<file path="src/hdl/regfile_pkg.sv">
// constants, commands and carriers for the cpu register file
package regfile_pkg;

  // ************************************************************
  // reset values and vector locations
  // ************************************************************
  localparam logic [15:0] SP_RESET     = 16'h00FF;
  localparam logic [7:0]  H_RESET      = 8'h00;
  localparam logic [7:0]  FLAGS_RESET  = 8'h68;
  localparam logic [7:0]  FLAGS_ONES   = 8'h60;
  localparam logic [15:0] VEC_HI_ADDR  = 16'hFFFE;
  localparam logic [15:0] VEC_LO_ADDR  = 16'hFFFF;

  // ************************************************************
  // condition flag bit positions
  // ************************************************************
  localparam int FLAG_V = 7;
  localparam int FLAG_H = 4;
  localparam int FLAG_I = 3;
  localparam int FLAG_N = 2;
  localparam int FLAG_Z = 1;
  localparam int FLAG_C = 0;

  // ************************************************************
  // bus register offsets
  // ************************************************************
  localparam logic [7:0] OFS_ACC    = 8'h00;
  localparam logic [7:0] OFS_INDEX  = 8'h04;
  localparam logic [7:0] OFS_STACK  = 8'h08;
  localparam logic [7:0] OFS_PC     = 8'h0C;
  localparam logic [7:0] OFS_FLAGS  = 8'h10;
  localparam logic [7:0] OFS_STATUS = 8'h14;
  localparam logic [2:0] HSIZE_WORD = 3'b010;

  // ************************************************************
  // commands from the decoder
  // ************************************************************
  typedef enum logic [4:0] {
    OP_NONE      = 5'b00000,
    OP_LOAD_ACC  = 5'b00001,
    OP_STORE_ACC = 5'b00010,
    OP_ADD       = 5'b00011,
    OP_ADC       = 5'b00100,
    OP_SUB       = 5'b00101,
    OP_SBC       = 5'b00110,
    OP_AND       = 5'b00111,
    OP_OR        = 5'b01000,
    OP_XOR       = 5'b01001,
    OP_BCD       = 5'b01010,
    OP_X_CLR     = 5'b01011,
    OP_X_INC     = 5'b01100,
    OP_X_DEC     = 5'b01101,
    OP_X_COM     = 5'b01110,
    OP_X_NEG     = 5'b01111,
    OP_X_LSL     = 5'b10000,
    OP_X_LSR     = 5'b10001,
    OP_X_ROL     = 5'b10010,
    OP_X_ROR     = 5'b10011,
    OP_LOAD_X    = 5'b10100,
    OP_LOAD_H    = 5'b10101,
    OP_LOAD_HX   = 5'b10110,
    OP_HX_INC    = 5'b10111,
    OP_SPADD     = 5'b11000,
    OP_SPLOW     = 5'b11001,
    OP_PUSH      = 5'b11010,
    OP_PULL      = 5'b11011,
    OP_TAP       = 5'b11100,
    OP_ICLR      = 5'b11101,
    OP_SEI       = 5'b11110,
    OP_IRQ_MASK  = 5'b11111
  } op_t;

  typedef enum logic [1:0] {
    VS_HI  = 2'b00,
    VS_LO  = 2'b01,
    VS_RUN = 2'b10
  } vec_state_t;

  // ************************************************************
  // carriers
  // ************************************************************
  typedef struct packed {
    op_t         op;
    logic [7:0]  data;
    logic [15:0] word;
    logic        pc_step;
    logic        pc_load;
    logic [15:0] pc_target;
    logic        boundary;
  } core_req_t;

  typedef struct packed {
    logic [7:0]  acc;
    logic [15:0] index;
    logic [15:0] stack_pointer;
    logic [15:0] program_counter;
    logic [7:0]  condition_flags;
  } core_view_t;

endpackage

</file>
<file path="src/hdl/cpu_register_file_ccr.sv">
// cpu register set with condition flags, vector fetch and ahb-lite access
//
// Contract
// - reset leaves the accumulator unchanged.
// - reset forces the upper index byte to zero, lower byte kept.
// - indexed accesses use the full 16-bit index, upper byte high.
// - lower index byte clears, counts, complements, negates, shifts, rotates.
// - accumulator feeds the alu; results write back into it.
// - reset loads the stack pointer with 0x00FF.
// - stack pointer always addresses the next free stack location.
// - add-immediate-to-stack sign-extends its byte and adds to stack pointer.
// - reset-stack-low changes only the stack pointer low byte.
// - program counter steps per fetch; change-of-flow loads a new address.
// - after reset program counter loads from 0xFFFE (high) and 0xFFFF (low).
// - flag bits 6 and 5 always read one.
// - bit 7 flags two's complement overflow.
// - bit 4 flags carry from bit 3 on add and add-with-carry.
// - decimal adjust corrects the last sum using half-carry and carry.
// - mask bit 3 set blocks maskable interrupts; clear allows them.
// - interrupt entry sets the mask after stacking, before the handler.
// - no interrupt at the boundary right after an instruction clears the mask.
// - bit 2 copies the result msb for 8- and 16-bit values.
// - bit 1 set when the 8- or 16-bit result is zero.
// - bit 0 is carry out of bit 7 or borrow; shifts may set it.
`timescale 1ns/1ps

module cpu_register_file_ccr
(
  // clock and reset
  input  wire logic                   ref_clk_i,
  input  wire logic                   resetn_i,
  // decoder side
  input  wire regfile_pkg::core_req_t req_i,
  input  wire logic                   irq_pending_i,
  input  wire logic [7:0]             vec_data_i,
  input  wire logic                   vec_valid_i,
  output logic                        run_o,
  output logic                        vec_req_o,
  output logic [15:0]                 vec_addr_o,
  output logic                        irq_take_o,
  output regfile_pkg::core_view_t     view_o,
  // ahb-lite slave
  input  wire logic                   hsel_i,
  input  wire logic [31:0]            haddr_i,
  input  wire logic [1:0]             htrans_i,
  input  wire logic                   hwrite_i,
  input  wire logic [2:0]             hsize_i,
  input  wire logic [31:0]            hwdata_i,
  input  wire logic                   hready_i,
  output logic                        hreadyout_o,
  output logic                        hresp_o,
  output logic [31:0]                 hrdata_o
);

  // ************************************************************
  // state
  // ************************************************************
  typedef struct packed {
    regfile_pkg::vec_state_t vs;
    logic [7:0]              h;
    logic [15:0]             sp;
    logic [15:0]             pc;
    logic [7:0]              flags;
    logic                    block;
    logic                    irq_take;
    logic                    vec_req;
    logic [15:0]             vec_addr;
    logic                    dphase;
    logic                    bus_ok;
    logic [7:0]              bus_addr;
    logic                    bus_write;
    logic                    hready;
    logic [31:0]             hrdata;
  } st_t;

  typedef struct packed {
    logic [7:0] acc;
    logic [7:0] x;
  } keep_t;

  st_t   st_ff;
  st_t   nxt_st;
  keep_t keep_ff;
  keep_t nxt_keep;
  logic  rst_meta_ff;
  logic  rst_sync_ff;

  // ************************************************************
  // helpers
  // ************************************************************
  // returns {overflow, half carry, carry, sum}
  function automatic logic [10:0] add8(input logic [7:0] a,
                                       input logic [7:0] b,
                                       input logic       cin);
    logic [8:0] s;
    logic [4:0] lo;
    logic       v;
    s  = {1'b0, a} + {1'b0, b} + {8'h00, cin};
    lo = {1'b0, a[3:0]} + {1'b0, b[3:0]} + {4'h0, cin};
    v  = (a[7] == b[7]) && (s[7] != a[7]);
    return {v, lo[4], s[8], s[7:0]};
  endfunction

  function automatic logic [7:0] nz8(input logic [7:0] f, input logic [7:0] r);
    logic [7:0] o;
    o = f;
    o[regfile_pkg::FLAG_N] = r[7];
    o[regfile_pkg::FLAG_Z] = (r == 8'h00);
    return o;
  endfunction

  // ************************************************************
  // reset release
  // ************************************************************
  always_ff @(posedge ref_clk_i or negedge resetn_i)
  begin
    if (!resetn_i)
    begin
      rst_meta_ff <= 1'b0;
      rst_sync_ff <= 1'b0;
    end
    else
    begin
      rst_meta_ff <= 1'b1;
      rst_sync_ff <= rst_meta_ff;
    end
  end

  // ************************************************************
  // next state
  // ************************************************************
  always_comb
  begin
    logic [10:0] sum;
    logic [7:0]  r;
    logic [7:0]  corr;
    logic        cset;
    logic        run;
    logic        sets_block;
    sum        = 11'h000;
    r          = 8'h00;
    corr       = 8'h00;
    cset       = 1'b0;
    sets_block = 1'b0;
    nxt_st     = st_ff;
    nxt_keep   = keep_ff;
    run        = (st_ff.vs == regfile_pkg::VS_RUN);

    unique case (st_ff.vs)
      regfile_pkg::VS_HI:
      begin
        if (vec_valid_i)
        begin
          nxt_st.pc[15:8] = vec_data_i;
          nxt_st.vec_addr = regfile_pkg::VEC_LO_ADDR;
          nxt_st.vs       = regfile_pkg::VS_LO;
        end
      end
      regfile_pkg::VS_LO:
      begin
        if (vec_valid_i)
        begin
          nxt_st.pc[7:0] = vec_data_i;
          nxt_st.vec_req = 1'b0;
          nxt_st.vs      = regfile_pkg::VS_RUN;
        end
      end
      regfile_pkg::VS_RUN:
      begin
        nxt_st.vec_req = 1'b0;
      end
      default:
      begin
        nxt_st.vs = regfile_pkg::VS_HI;
      end
    endcase

    if (run)
    begin
      // sequential step or change of flow
      if (req_i.pc_load)
        nxt_st.pc = req_i.pc_target;
      else if (req_i.pc_step)
        nxt_st.pc = st_ff.pc + 16'h0001;

      unique case (req_i.op)
        regfile_pkg::OP_NONE:
        begin
        end
        regfile_pkg::OP_LOAD_ACC, regfile_pkg::OP_STORE_ACC:
        begin
          r = (req_i.op == regfile_pkg::OP_LOAD_ACC) ? req_i.data : keep_ff.acc;
          nxt_keep.acc = r;
          nxt_st.flags = nz8(st_ff.flags, r);
          nxt_st.flags[regfile_pkg::FLAG_V] = 1'b0;
        end
        regfile_pkg::OP_ADD, regfile_pkg::OP_ADC, regfile_pkg::OP_SUB,
        regfile_pkg::OP_SBC:
        begin
          if (req_i.op == regfile_pkg::OP_ADD)
            sum = add8(keep_ff.acc, req_i.data, 1'b0);
          else if (req_i.op == regfile_pkg::OP_ADC)
            sum = add8(keep_ff.acc, req_i.data, st_ff.flags[regfile_pkg::FLAG_C]);
          else if (req_i.op == regfile_pkg::OP_SUB)
            sum = add8(keep_ff.acc, ~req_i.data, 1'b1);
          else
            sum = add8(keep_ff.acc, ~req_i.data, ~st_ff.flags[regfile_pkg::FLAG_C]);
          nxt_keep.acc = sum[7:0];
          nxt_st.flags = nz8(st_ff.flags, sum[7:0]);
          nxt_st.flags[regfile_pkg::FLAG_V] = sum[10];
          if (req_i.op == regfile_pkg::OP_ADD || req_i.op == regfile_pkg::OP_ADC)
          begin
            nxt_st.flags[regfile_pkg::FLAG_H] = sum[9];
            nxt_st.flags[regfile_pkg::FLAG_C] = sum[8];
          end
          else
            nxt_st.flags[regfile_pkg::FLAG_C] = ~sum[8];
        end
        // logic results back into the accumulator
        regfile_pkg::OP_AND, regfile_pkg::OP_OR, regfile_pkg::OP_XOR:
        begin
          if (req_i.op == regfile_pkg::OP_AND)
            r = keep_ff.acc & req_i.data;
          else if (req_i.op == regfile_pkg::OP_OR)
            r = keep_ff.acc | req_i.data;
          else
            r = keep_ff.acc ^ req_i.data;
          nxt_keep.acc = r;
          nxt_st.flags = nz8(st_ff.flags, r);
          nxt_st.flags[regfile_pkg::FLAG_V] = 1'b0;
        end
        regfile_pkg::OP_BCD:
        begin
          if (st_ff.flags[regfile_pkg::FLAG_C] || keep_ff.acc > 8'h99)
          begin
            corr[7:4] = 4'h6;
            cset      = 1'b1;
          end
          if (st_ff.flags[regfile_pkg::FLAG_H] || keep_ff.acc[3:0] > 4'h9)
            corr[3:0] = 4'h6;
          r = keep_ff.acc + corr;
          nxt_keep.acc = r;
          nxt_st.flags = nz8(st_ff.flags, r);
          nxt_st.flags[regfile_pkg::FLAG_C] = cset;
        end
        // lower index byte as a data register
        regfile_pkg::OP_X_CLR, regfile_pkg::OP_X_INC, regfile_pkg::OP_X_DEC,
        regfile_pkg::OP_X_COM, regfile_pkg::OP_X_NEG, regfile_pkg::OP_X_LSL,
        regfile_pkg::OP_X_LSR, regfile_pkg::OP_X_ROL, regfile_pkg::OP_X_ROR:
        begin
          cset = st_ff.flags[regfile_pkg::FLAG_C];
          unique case (req_i.op)
            regfile_pkg::OP_X_CLR: r = 8'h00;
            regfile_pkg::OP_X_INC: r = keep_ff.x + 8'h01;
            regfile_pkg::OP_X_DEC: r = keep_ff.x - 8'h01;
            regfile_pkg::OP_X_COM:
            begin
              r    = ~keep_ff.x;
              cset = 1'b1;
            end
            regfile_pkg::OP_X_NEG:
            begin
              r    = 8'h00 - keep_ff.x;
              cset = (r != 8'h00);
            end
            regfile_pkg::OP_X_LSL:
            begin
              r    = {keep_ff.x[6:0], 1'b0};
              cset = keep_ff.x[7];
            end
            regfile_pkg::OP_X_LSR:
            begin
              r    = {1'b0, keep_ff.x[7:1]};
              cset = keep_ff.x[0];
            end
            regfile_pkg::OP_X_ROL:
            begin
              r    = {keep_ff.x[6:0], st_ff.flags[regfile_pkg::FLAG_C]};
              cset = keep_ff.x[7];
            end
            default:
            begin
              r    = {st_ff.flags[regfile_pkg::FLAG_C], keep_ff.x[7:1]};
              cset = keep_ff.x[0];
            end
          endcase
          nxt_keep.x   = r;
          nxt_st.flags = nz8(st_ff.flags, r);
          nxt_st.flags[regfile_pkg::FLAG_C] = cset;
          if (req_i.op == regfile_pkg::OP_X_INC)
            nxt_st.flags[regfile_pkg::FLAG_V] = (keep_ff.x == 8'h7F);
          else if (req_i.op == regfile_pkg::OP_X_DEC || req_i.op == regfile_pkg::OP_X_NEG)
            nxt_st.flags[regfile_pkg::FLAG_V] = (keep_ff.x == 8'h80);
          else if (req_i.op == regfile_pkg::OP_X_CLR || req_i.op == regfile_pkg::OP_X_COM)
            nxt_st.flags[regfile_pkg::FLAG_V] = 1'b0;
          else
            nxt_st.flags[regfile_pkg::FLAG_V] = r[7] ^ cset;
        end
        regfile_pkg::OP_LOAD_X:
        begin
          nxt_keep.x   = req_i.data;
          nxt_st.flags = nz8(st_ff.flags, req_i.data);
          nxt_st.flags[regfile_pkg::FLAG_V] = 1'b0;
        end
        regfile_pkg::OP_LOAD_H:
        begin
          nxt_st.h = req_i.data;
        end
        regfile_pkg::OP_LOAD_HX:
        begin
          {nxt_st.h, nxt_keep.x} = req_i.word;
          nxt_st.flags[regfile_pkg::FLAG_N] = req_i.word[15];
          nxt_st.flags[regfile_pkg::FLAG_Z] = (req_i.word == 16'h0000);
          nxt_st.flags[regfile_pkg::FLAG_V] = 1'b0;
        end
        regfile_pkg::OP_HX_INC:
        begin
          {nxt_st.h, nxt_keep.x} = {st_ff.h, keep_ff.x} + 16'h0001;
        end
        regfile_pkg::OP_SPADD:
        begin
          nxt_st.sp = st_ff.sp + {{8{req_i.data[7]}}, req_i.data};
        end
        regfile_pkg::OP_SPLOW:
        begin
          nxt_st.sp[7:0] = regfile_pkg::SP_RESET[7:0];
        end
        // push writes at sp then steps down
        regfile_pkg::OP_PUSH:
        begin
          nxt_st.sp = st_ff.sp - 16'h0001;
        end
        regfile_pkg::OP_PULL:
        begin
          nxt_st.sp = st_ff.sp + 16'h0001;
        end
        regfile_pkg::OP_TAP:
        begin
          nxt_st.flags = keep_ff.acc;
          sets_block   = st_ff.flags[regfile_pkg::FLAG_I] & ~keep_ff.acc[regfile_pkg::FLAG_I];
        end
        regfile_pkg::OP_ICLR:
        begin
          nxt_st.flags[regfile_pkg::FLAG_I] = 1'b0;
          sets_block = st_ff.flags[regfile_pkg::FLAG_I];
        end
        regfile_pkg::OP_SEI:
        begin
          nxt_st.flags[regfile_pkg::FLAG_I] = 1'b1;
        end
        // mask set once stacking is done
        regfile_pkg::OP_IRQ_MASK:
        begin
          nxt_st.flags[regfile_pkg::FLAG_I] = 1'b1;
        end
      endcase

      if (sets_block)
        nxt_st.block = 1'b1;
      else if (req_i.boundary)
        nxt_st.block = 1'b0;
    end

    nxt_st.irq_take = run && req_i.boundary && irq_pending_i &&
                      !st_ff.flags[regfile_pkg::FLAG_I] && !st_ff.block;

    // ahb-lite: one wait cycle, then data phase completes
    nxt_st.hready = 1'b1;
    nxt_st.dphase = 1'b0;
    if (st_ff.dphase)
    begin
      nxt_st.hrdata = 32'h0000_0000;
      if (st_ff.bus_ok)
      begin
        unique case (st_ff.bus_addr)
          regfile_pkg::OFS_ACC:    nxt_st.hrdata[7:0]  = keep_ff.acc;
          regfile_pkg::OFS_INDEX:  nxt_st.hrdata[15:0] = {st_ff.h, keep_ff.x};
          regfile_pkg::OFS_STACK:  nxt_st.hrdata[15:0] = st_ff.sp;
          regfile_pkg::OFS_PC:     nxt_st.hrdata[15:0] = st_ff.pc;
          regfile_pkg::OFS_FLAGS:  nxt_st.hrdata[7:0]  = st_ff.flags;
          regfile_pkg::OFS_STATUS: nxt_st.hrdata[3:0]  = {st_ff.vs, st_ff.block, st_ff.irq_take};
          default:                 nxt_st.hrdata = 32'h0000_0000;
        endcase
        if (st_ff.bus_write)
        begin
          unique case (st_ff.bus_addr)
            regfile_pkg::OFS_ACC:   nxt_keep.acc = hwdata_i[7:0];
            regfile_pkg::OFS_INDEX: {nxt_st.h, nxt_keep.x} = hwdata_i[15:0];
            regfile_pkg::OFS_STACK: nxt_st.sp = hwdata_i[15:0];
            regfile_pkg::OFS_PC:    nxt_st.pc = hwdata_i[15:0];
            regfile_pkg::OFS_FLAGS: nxt_st.flags = hwdata_i[7:0];
            default:
            begin
            end
          endcase
        end
      end
    end
    else if (hsel_i && htrans_i[1] && hready_i)
    begin
      nxt_st.dphase    = 1'b1;
      nxt_st.hready    = 1'b0;
      nxt_st.bus_addr  = haddr_i[7:0];
      nxt_st.bus_write = hwrite_i;
      nxt_st.bus_ok    = (hsize_i == regfile_pkg::HSIZE_WORD) && (haddr_i[31:8] == 24'h000000);
    end

    nxt_st.flags = nxt_st.flags | regfile_pkg::FLAGS_ONES;
  end

  // ************************************************************
  // registers
  // ************************************************************
  always_ff @(posedge ref_clk_i or negedge rst_sync_ff)
  begin
    if (!rst_sync_ff)
    begin
      st_ff          <= '0;
      st_ff.vs       <= regfile_pkg::VS_HI;
      st_ff.h        <= regfile_pkg::H_RESET;
      st_ff.sp       <= regfile_pkg::SP_RESET;
      st_ff.flags    <= regfile_pkg::FLAGS_RESET;
      st_ff.vec_req  <= 1'b1;
      st_ff.vec_addr <= regfile_pkg::VEC_HI_ADDR;
      st_ff.hready   <= 1'b1;
    end
    else
      st_ff <= nxt_st;
  end

  // accumulator and lower index byte have no reset
  always_ff @(posedge ref_clk_i)
  begin
    keep_ff <= nxt_keep;
  end

  // ************************************************************
  // outputs
  // ************************************************************
  assign run_o                       = st_ff.vs[1];
  assign vec_req_o                   = st_ff.vec_req;
  assign vec_addr_o                  = st_ff.vec_addr;
  assign irq_take_o                  = st_ff.irq_take;
  assign view_o.acc                  = keep_ff.acc;
  assign view_o.index                = {st_ff.h, keep_ff.x};
  assign view_o.stack_pointer        = st_ff.sp;
  assign view_o.program_counter      = st_ff.pc;
  assign view_o.condition_flags      = st_ff.flags;
  assign hreadyout_o                 = st_ff.hready;
  assign hresp_o                     = 1'b0;
  assign hrdata_o                    = st_ff.hrdata;

endmodule

</file>
<file path="config.mk">
export PLATFORM = sky130hd
export DESIGN_NAME = cpu_register_file_ccr
export DESIGN_NICKNAME = d
export VERILOG_FILES = /design/src/hdl/regfile_pkg.sv /design/src/hdl/cpu_register_file_ccr.sv
export SDC_FILE = /design/constraint.sdc
export NUM_CORES = 1
export LEC_CHECK = 0
export ABC_CLOCK_PERIOD_IN_PS = 3100
export BUFFER_PORTS_ARGS = -buffer_cell sky130_fd_sc_hd__buf_4
export CAP_MARGIN = 20
export CORE_AREA = 8 8 153 155
export CTS_CLUSTER_DIAMETER = 100
export DETAILED_ROUTE_END_ITERATION = 12
export DIE_AREA = 0 0 161 163
export GPL_TIMING_DRIVEN = 0
export PLACE_DENSITY = 0.87
export SYNTH_ARGS = -nofsm -noshare
export SYNTH_HDL_FRONTEND = slang
export SYNTH_SLANG_ARGS = --single-unit
</file>
<file path="constraint.sdc">
create_clock -name ref_clk_i -period 3.1 [get_ports ref_clk_i]
set_input_delay 0.31 -clock ref_clk_i [delete_from_list [all_inputs] [get_ports ref_clk_i]]
set_output_delay 0.31 -clock ref_clk_i [all_outputs]
set_load 0.02 [all_outputs]
</file>
==> results.md <==
- Status: finished with violations
- Violated checks: setup timing
- Clock transition at path regs: 0.08 ns
- RSZ-0062 raised after global routing: true
- Post-layout min period: 3.15 ns
- Vias in the first global route: 13499
- Worst hold slack: between 0.1 and 0.15 ns
- Worst setup margin: -0.0476 ns
- Initial antenna violation count: 0
- Max-Cap Viols: 0
- Multi-input gate area: around 8400 um2
- Worst Hold Class: primary input to register
- Worst vdd ir: between 0.0007 and 0.0008 V
- Distinct cell type count after synthesis: between 80 and 90
- CP cell instances: buf_2, nand4_1, a21boi_0, or4b_2, a32oi_1, a211oi_1, nand4_1, a21oi_2, a31o_1
- Avg Synthesized Cell Area: between 7 and 8 um2
- Crit path max fanout: 10
- Yosys top cell area share: between 15 and 20%
- Post-Route Utilization: between 60 and 70%
- Post-synth ARST share: between 80% and 90%
- DIE AREA: between 20000 and 30000 um2
- Worst setup path class: register to register
- Core Region: about 21000 um2
- Yosys warns: 0
- Post-route insts no fill: 2124
- CTS tree: done
- Antenna Nets Post-Route: 0
- Synthesized netlist cell count: between 1500 and 2000
- DR pass1 iterations: 6
- Placed cells: approximately 2100
- WP data arrival: between 3 and 4 ns
- Commonest non-fill, non-tap cells in the layout: buf_4, nand2_1, nor2_1
- Req. time, crit path: between 3 and 4 ns
- CP bufs+invs: 1
- Root buf cell: clkbuf_16
- Die Ht: between 150 and 200 um
- Dominant cell type by area after synthesis: dfrtp_1
- Die width: approximately 160 um
- Crit-path most repeated cell: nand4_1
- DR vias/cell: 6.67
- Slew Viols, Final: 0
- DR vias: around 14000
- Longest Clk Path Bufs: 2
- Fmax: between 0.3 and 0.4 GHz
- Setup TNS: -0.0476 ns
- First-pass GRT wire length: roughly 78 mm
- Startpoint class of the critical path: register
- Row count: between 50 and 60
- Final Setup Violations: 1
- Post-Route WL: roughly 52 mm
- Share of cells above drive strength 1: about a quarter
- Final Cycle Share: 102%
- Final Hold Viols: 0
- WL/cell: about 24 um
- Clk_lat worst skew: approximately 0.37 ns
- CP max-delay cell: or4b_2
- IO Pins: 249
- Max_slew headroom: approximately 26%
- Port-buffer cells: about 190
- Top delay family on crit path: simple AND/OR/NAND/NOR gates
- Main area contributors after synthesis: dfrtp_1, buf_4, ha_1, nand2_1, o21ai_0
- Seq/Total Area, Yosys: 20.3%
- Syn Std Cell Area: approximately 12000 um2
- FF/Latch Area: 2420 um2
- DRC Markers: 0
- Worst setup EP type: register
- Area growth, synth to finish: 23.6%
- Worst-Margin Slew: between 1 and 1.5 ns
- Fillers: ~1800
- Hpwl dp: about 40 mm
- CP max stage delay: between 0.6 and 0.7 ns
- H-tree depth: 3
- Clock Skews: 0.00957 ns
- Final nets: between 2000 and 2500
- Total CTS buffers: 9
- Yosys reg bits: 98
- Post-Layout Inst Area: 14500 um2
- Clock sink count: 98
- Starting Density: ~57%
- Largest net degree at the start of global routing: 71
- Pwr/cell area: slightly below 900 nW/um2
- Synth Flop Type: dfrtp_1
- GRT overflow: 0
- Initial DRC Count: 2130
- Antenna Cells: 0
- Commonest non-fill, non-tap cell in the layout: buf_4
- Gp weighted congestion: a little over 1
- All-Layer GR Usage: a little under two fifths
- Placed cell area: ~14000 um2
- Cell leakage power: slightly above 6 nW
- Post-synth EDFFs: 0
metrics by stage:
stage	worst slack (ns)	power (mW)
floorplan	0.00935	7.87
global placement	-0.881	10.4
detailed placement	-0.773	10.6
CTS	-0.0288	12.0
global route	-0.0813	13.6
finish	-0.0476	13.0
flip-flops by register name (all words and copies together), names as in the netlist:
register	count
view_o	62
hrdata_o	16
st_ff	13
hreadyout_o	1
irq_take_o	1
rst_meta_ff	1
rst_sync_ff	1
run_o	1
vec_addr_o	1
vec_req_o	1
Yosys cell counts, drive strengths merged (27+ instances only):
cell type	instances
dfrtp	71
nor3	40
inv	70
xor2	31
xnor2	43
nand3	41
ha	54
o21ai	113
clkbuf	74
mux2i	33
buf	128
a22oi	27
nor2	121
o22ai	39
nand2	167
a21oi	105
cell families (layout without fill, tap and decap cells):
kind of cell             after synthesis  in the layout  synth area share, %
other                                  2             35               0.0638
AO/OA/AOI/OAI                        501            501                 28.6
adder cells (fa/ha/maj)               58             58                 6.42
flip-flops                            98             98                 20.3
AND/OR/NAND/NOR                      532            532                 22.4
buffers and inverters                274            499                 12.1
multiplexers                          52             52                 4.63
XOR/XNOR                              74             74                 5.51
final cells by class:
class,instances,area share [%]
Multi-Input combinational cell,1252,57.8
Clock buffer,9,1.55
Tap cell,275,2.37
Sequential cell,98,16.6
Timing Repair Buffer,211,11.0
Clock inverter,7,0.576
Inverter,72,1.86
Buffer,200,8.16
layer usage:
| metal | track usage [%] | routed length [um] | share of wire (%) |
|---|---|---|---|
| met2 | 58.7 | 23200 | 45 |
| met5 | 0 | 0 | 0 |
| met1 | 47.8 | 19200 | 37 |
| met4 | 17.2 | 2590 | 5.0 |
| met3 | 9.10 | 6920 | 13 |
report_power, final:
part / total (mW) / switching, mW / internal (mW)
combinational: 9.02 / 5.22 / 3.80
sequential: 2.74 / 0.953 / 1.79
clock: 1.21 / 0.568 / 0.641
total: 13.0 / 6.74 / 6.23
what timing repair did:
| action | CTS | global route |
|---|---|---|
| gates resized for setup | 39 | 60 |
| endpoints found under the setup margin | 10 | 22 |
| setup buffers | 5 | 10 |
| pin swaps | 3 | 16 |
| hold endpoints to repair | 2 | 0 |
| hold buffers | 1 | 0 |
worst reg2reg max path, stage by stage (launching register included):
cell and delay [ns]:
dfxtp_1 0.39, buf_2 0.26, nand4_1 0.42, a21boi_0 0.28
or4b_2 0.67, a32oi_1 0.42, a211oi_1 0.10, nand4_1 0.22
a21oi_2 0.08, a31o_1 0.19
worst paths after layout:
kind                             startpoint  depth (start not counted)    endpoint  slack, ns
worst max-delay path             view_o[42]                          9   view_o[1]      -0.05
worst min register to register  rst_sync_ff                          0  view_o[35]       0.18
worst max register to register   view_o[42]                          9   view_o[1]      -0.05
min in group asynchronous       rst_sync_ff                          0  view_o[35]       0.18
worst min-delay path             haddr_i[0]                          3   st_ff[34]       0.14
max in group asynchronous       rst_sync_ff                          1   view_o[3]       2.26
Note: power is estimated with default switching activity, not from simulation.
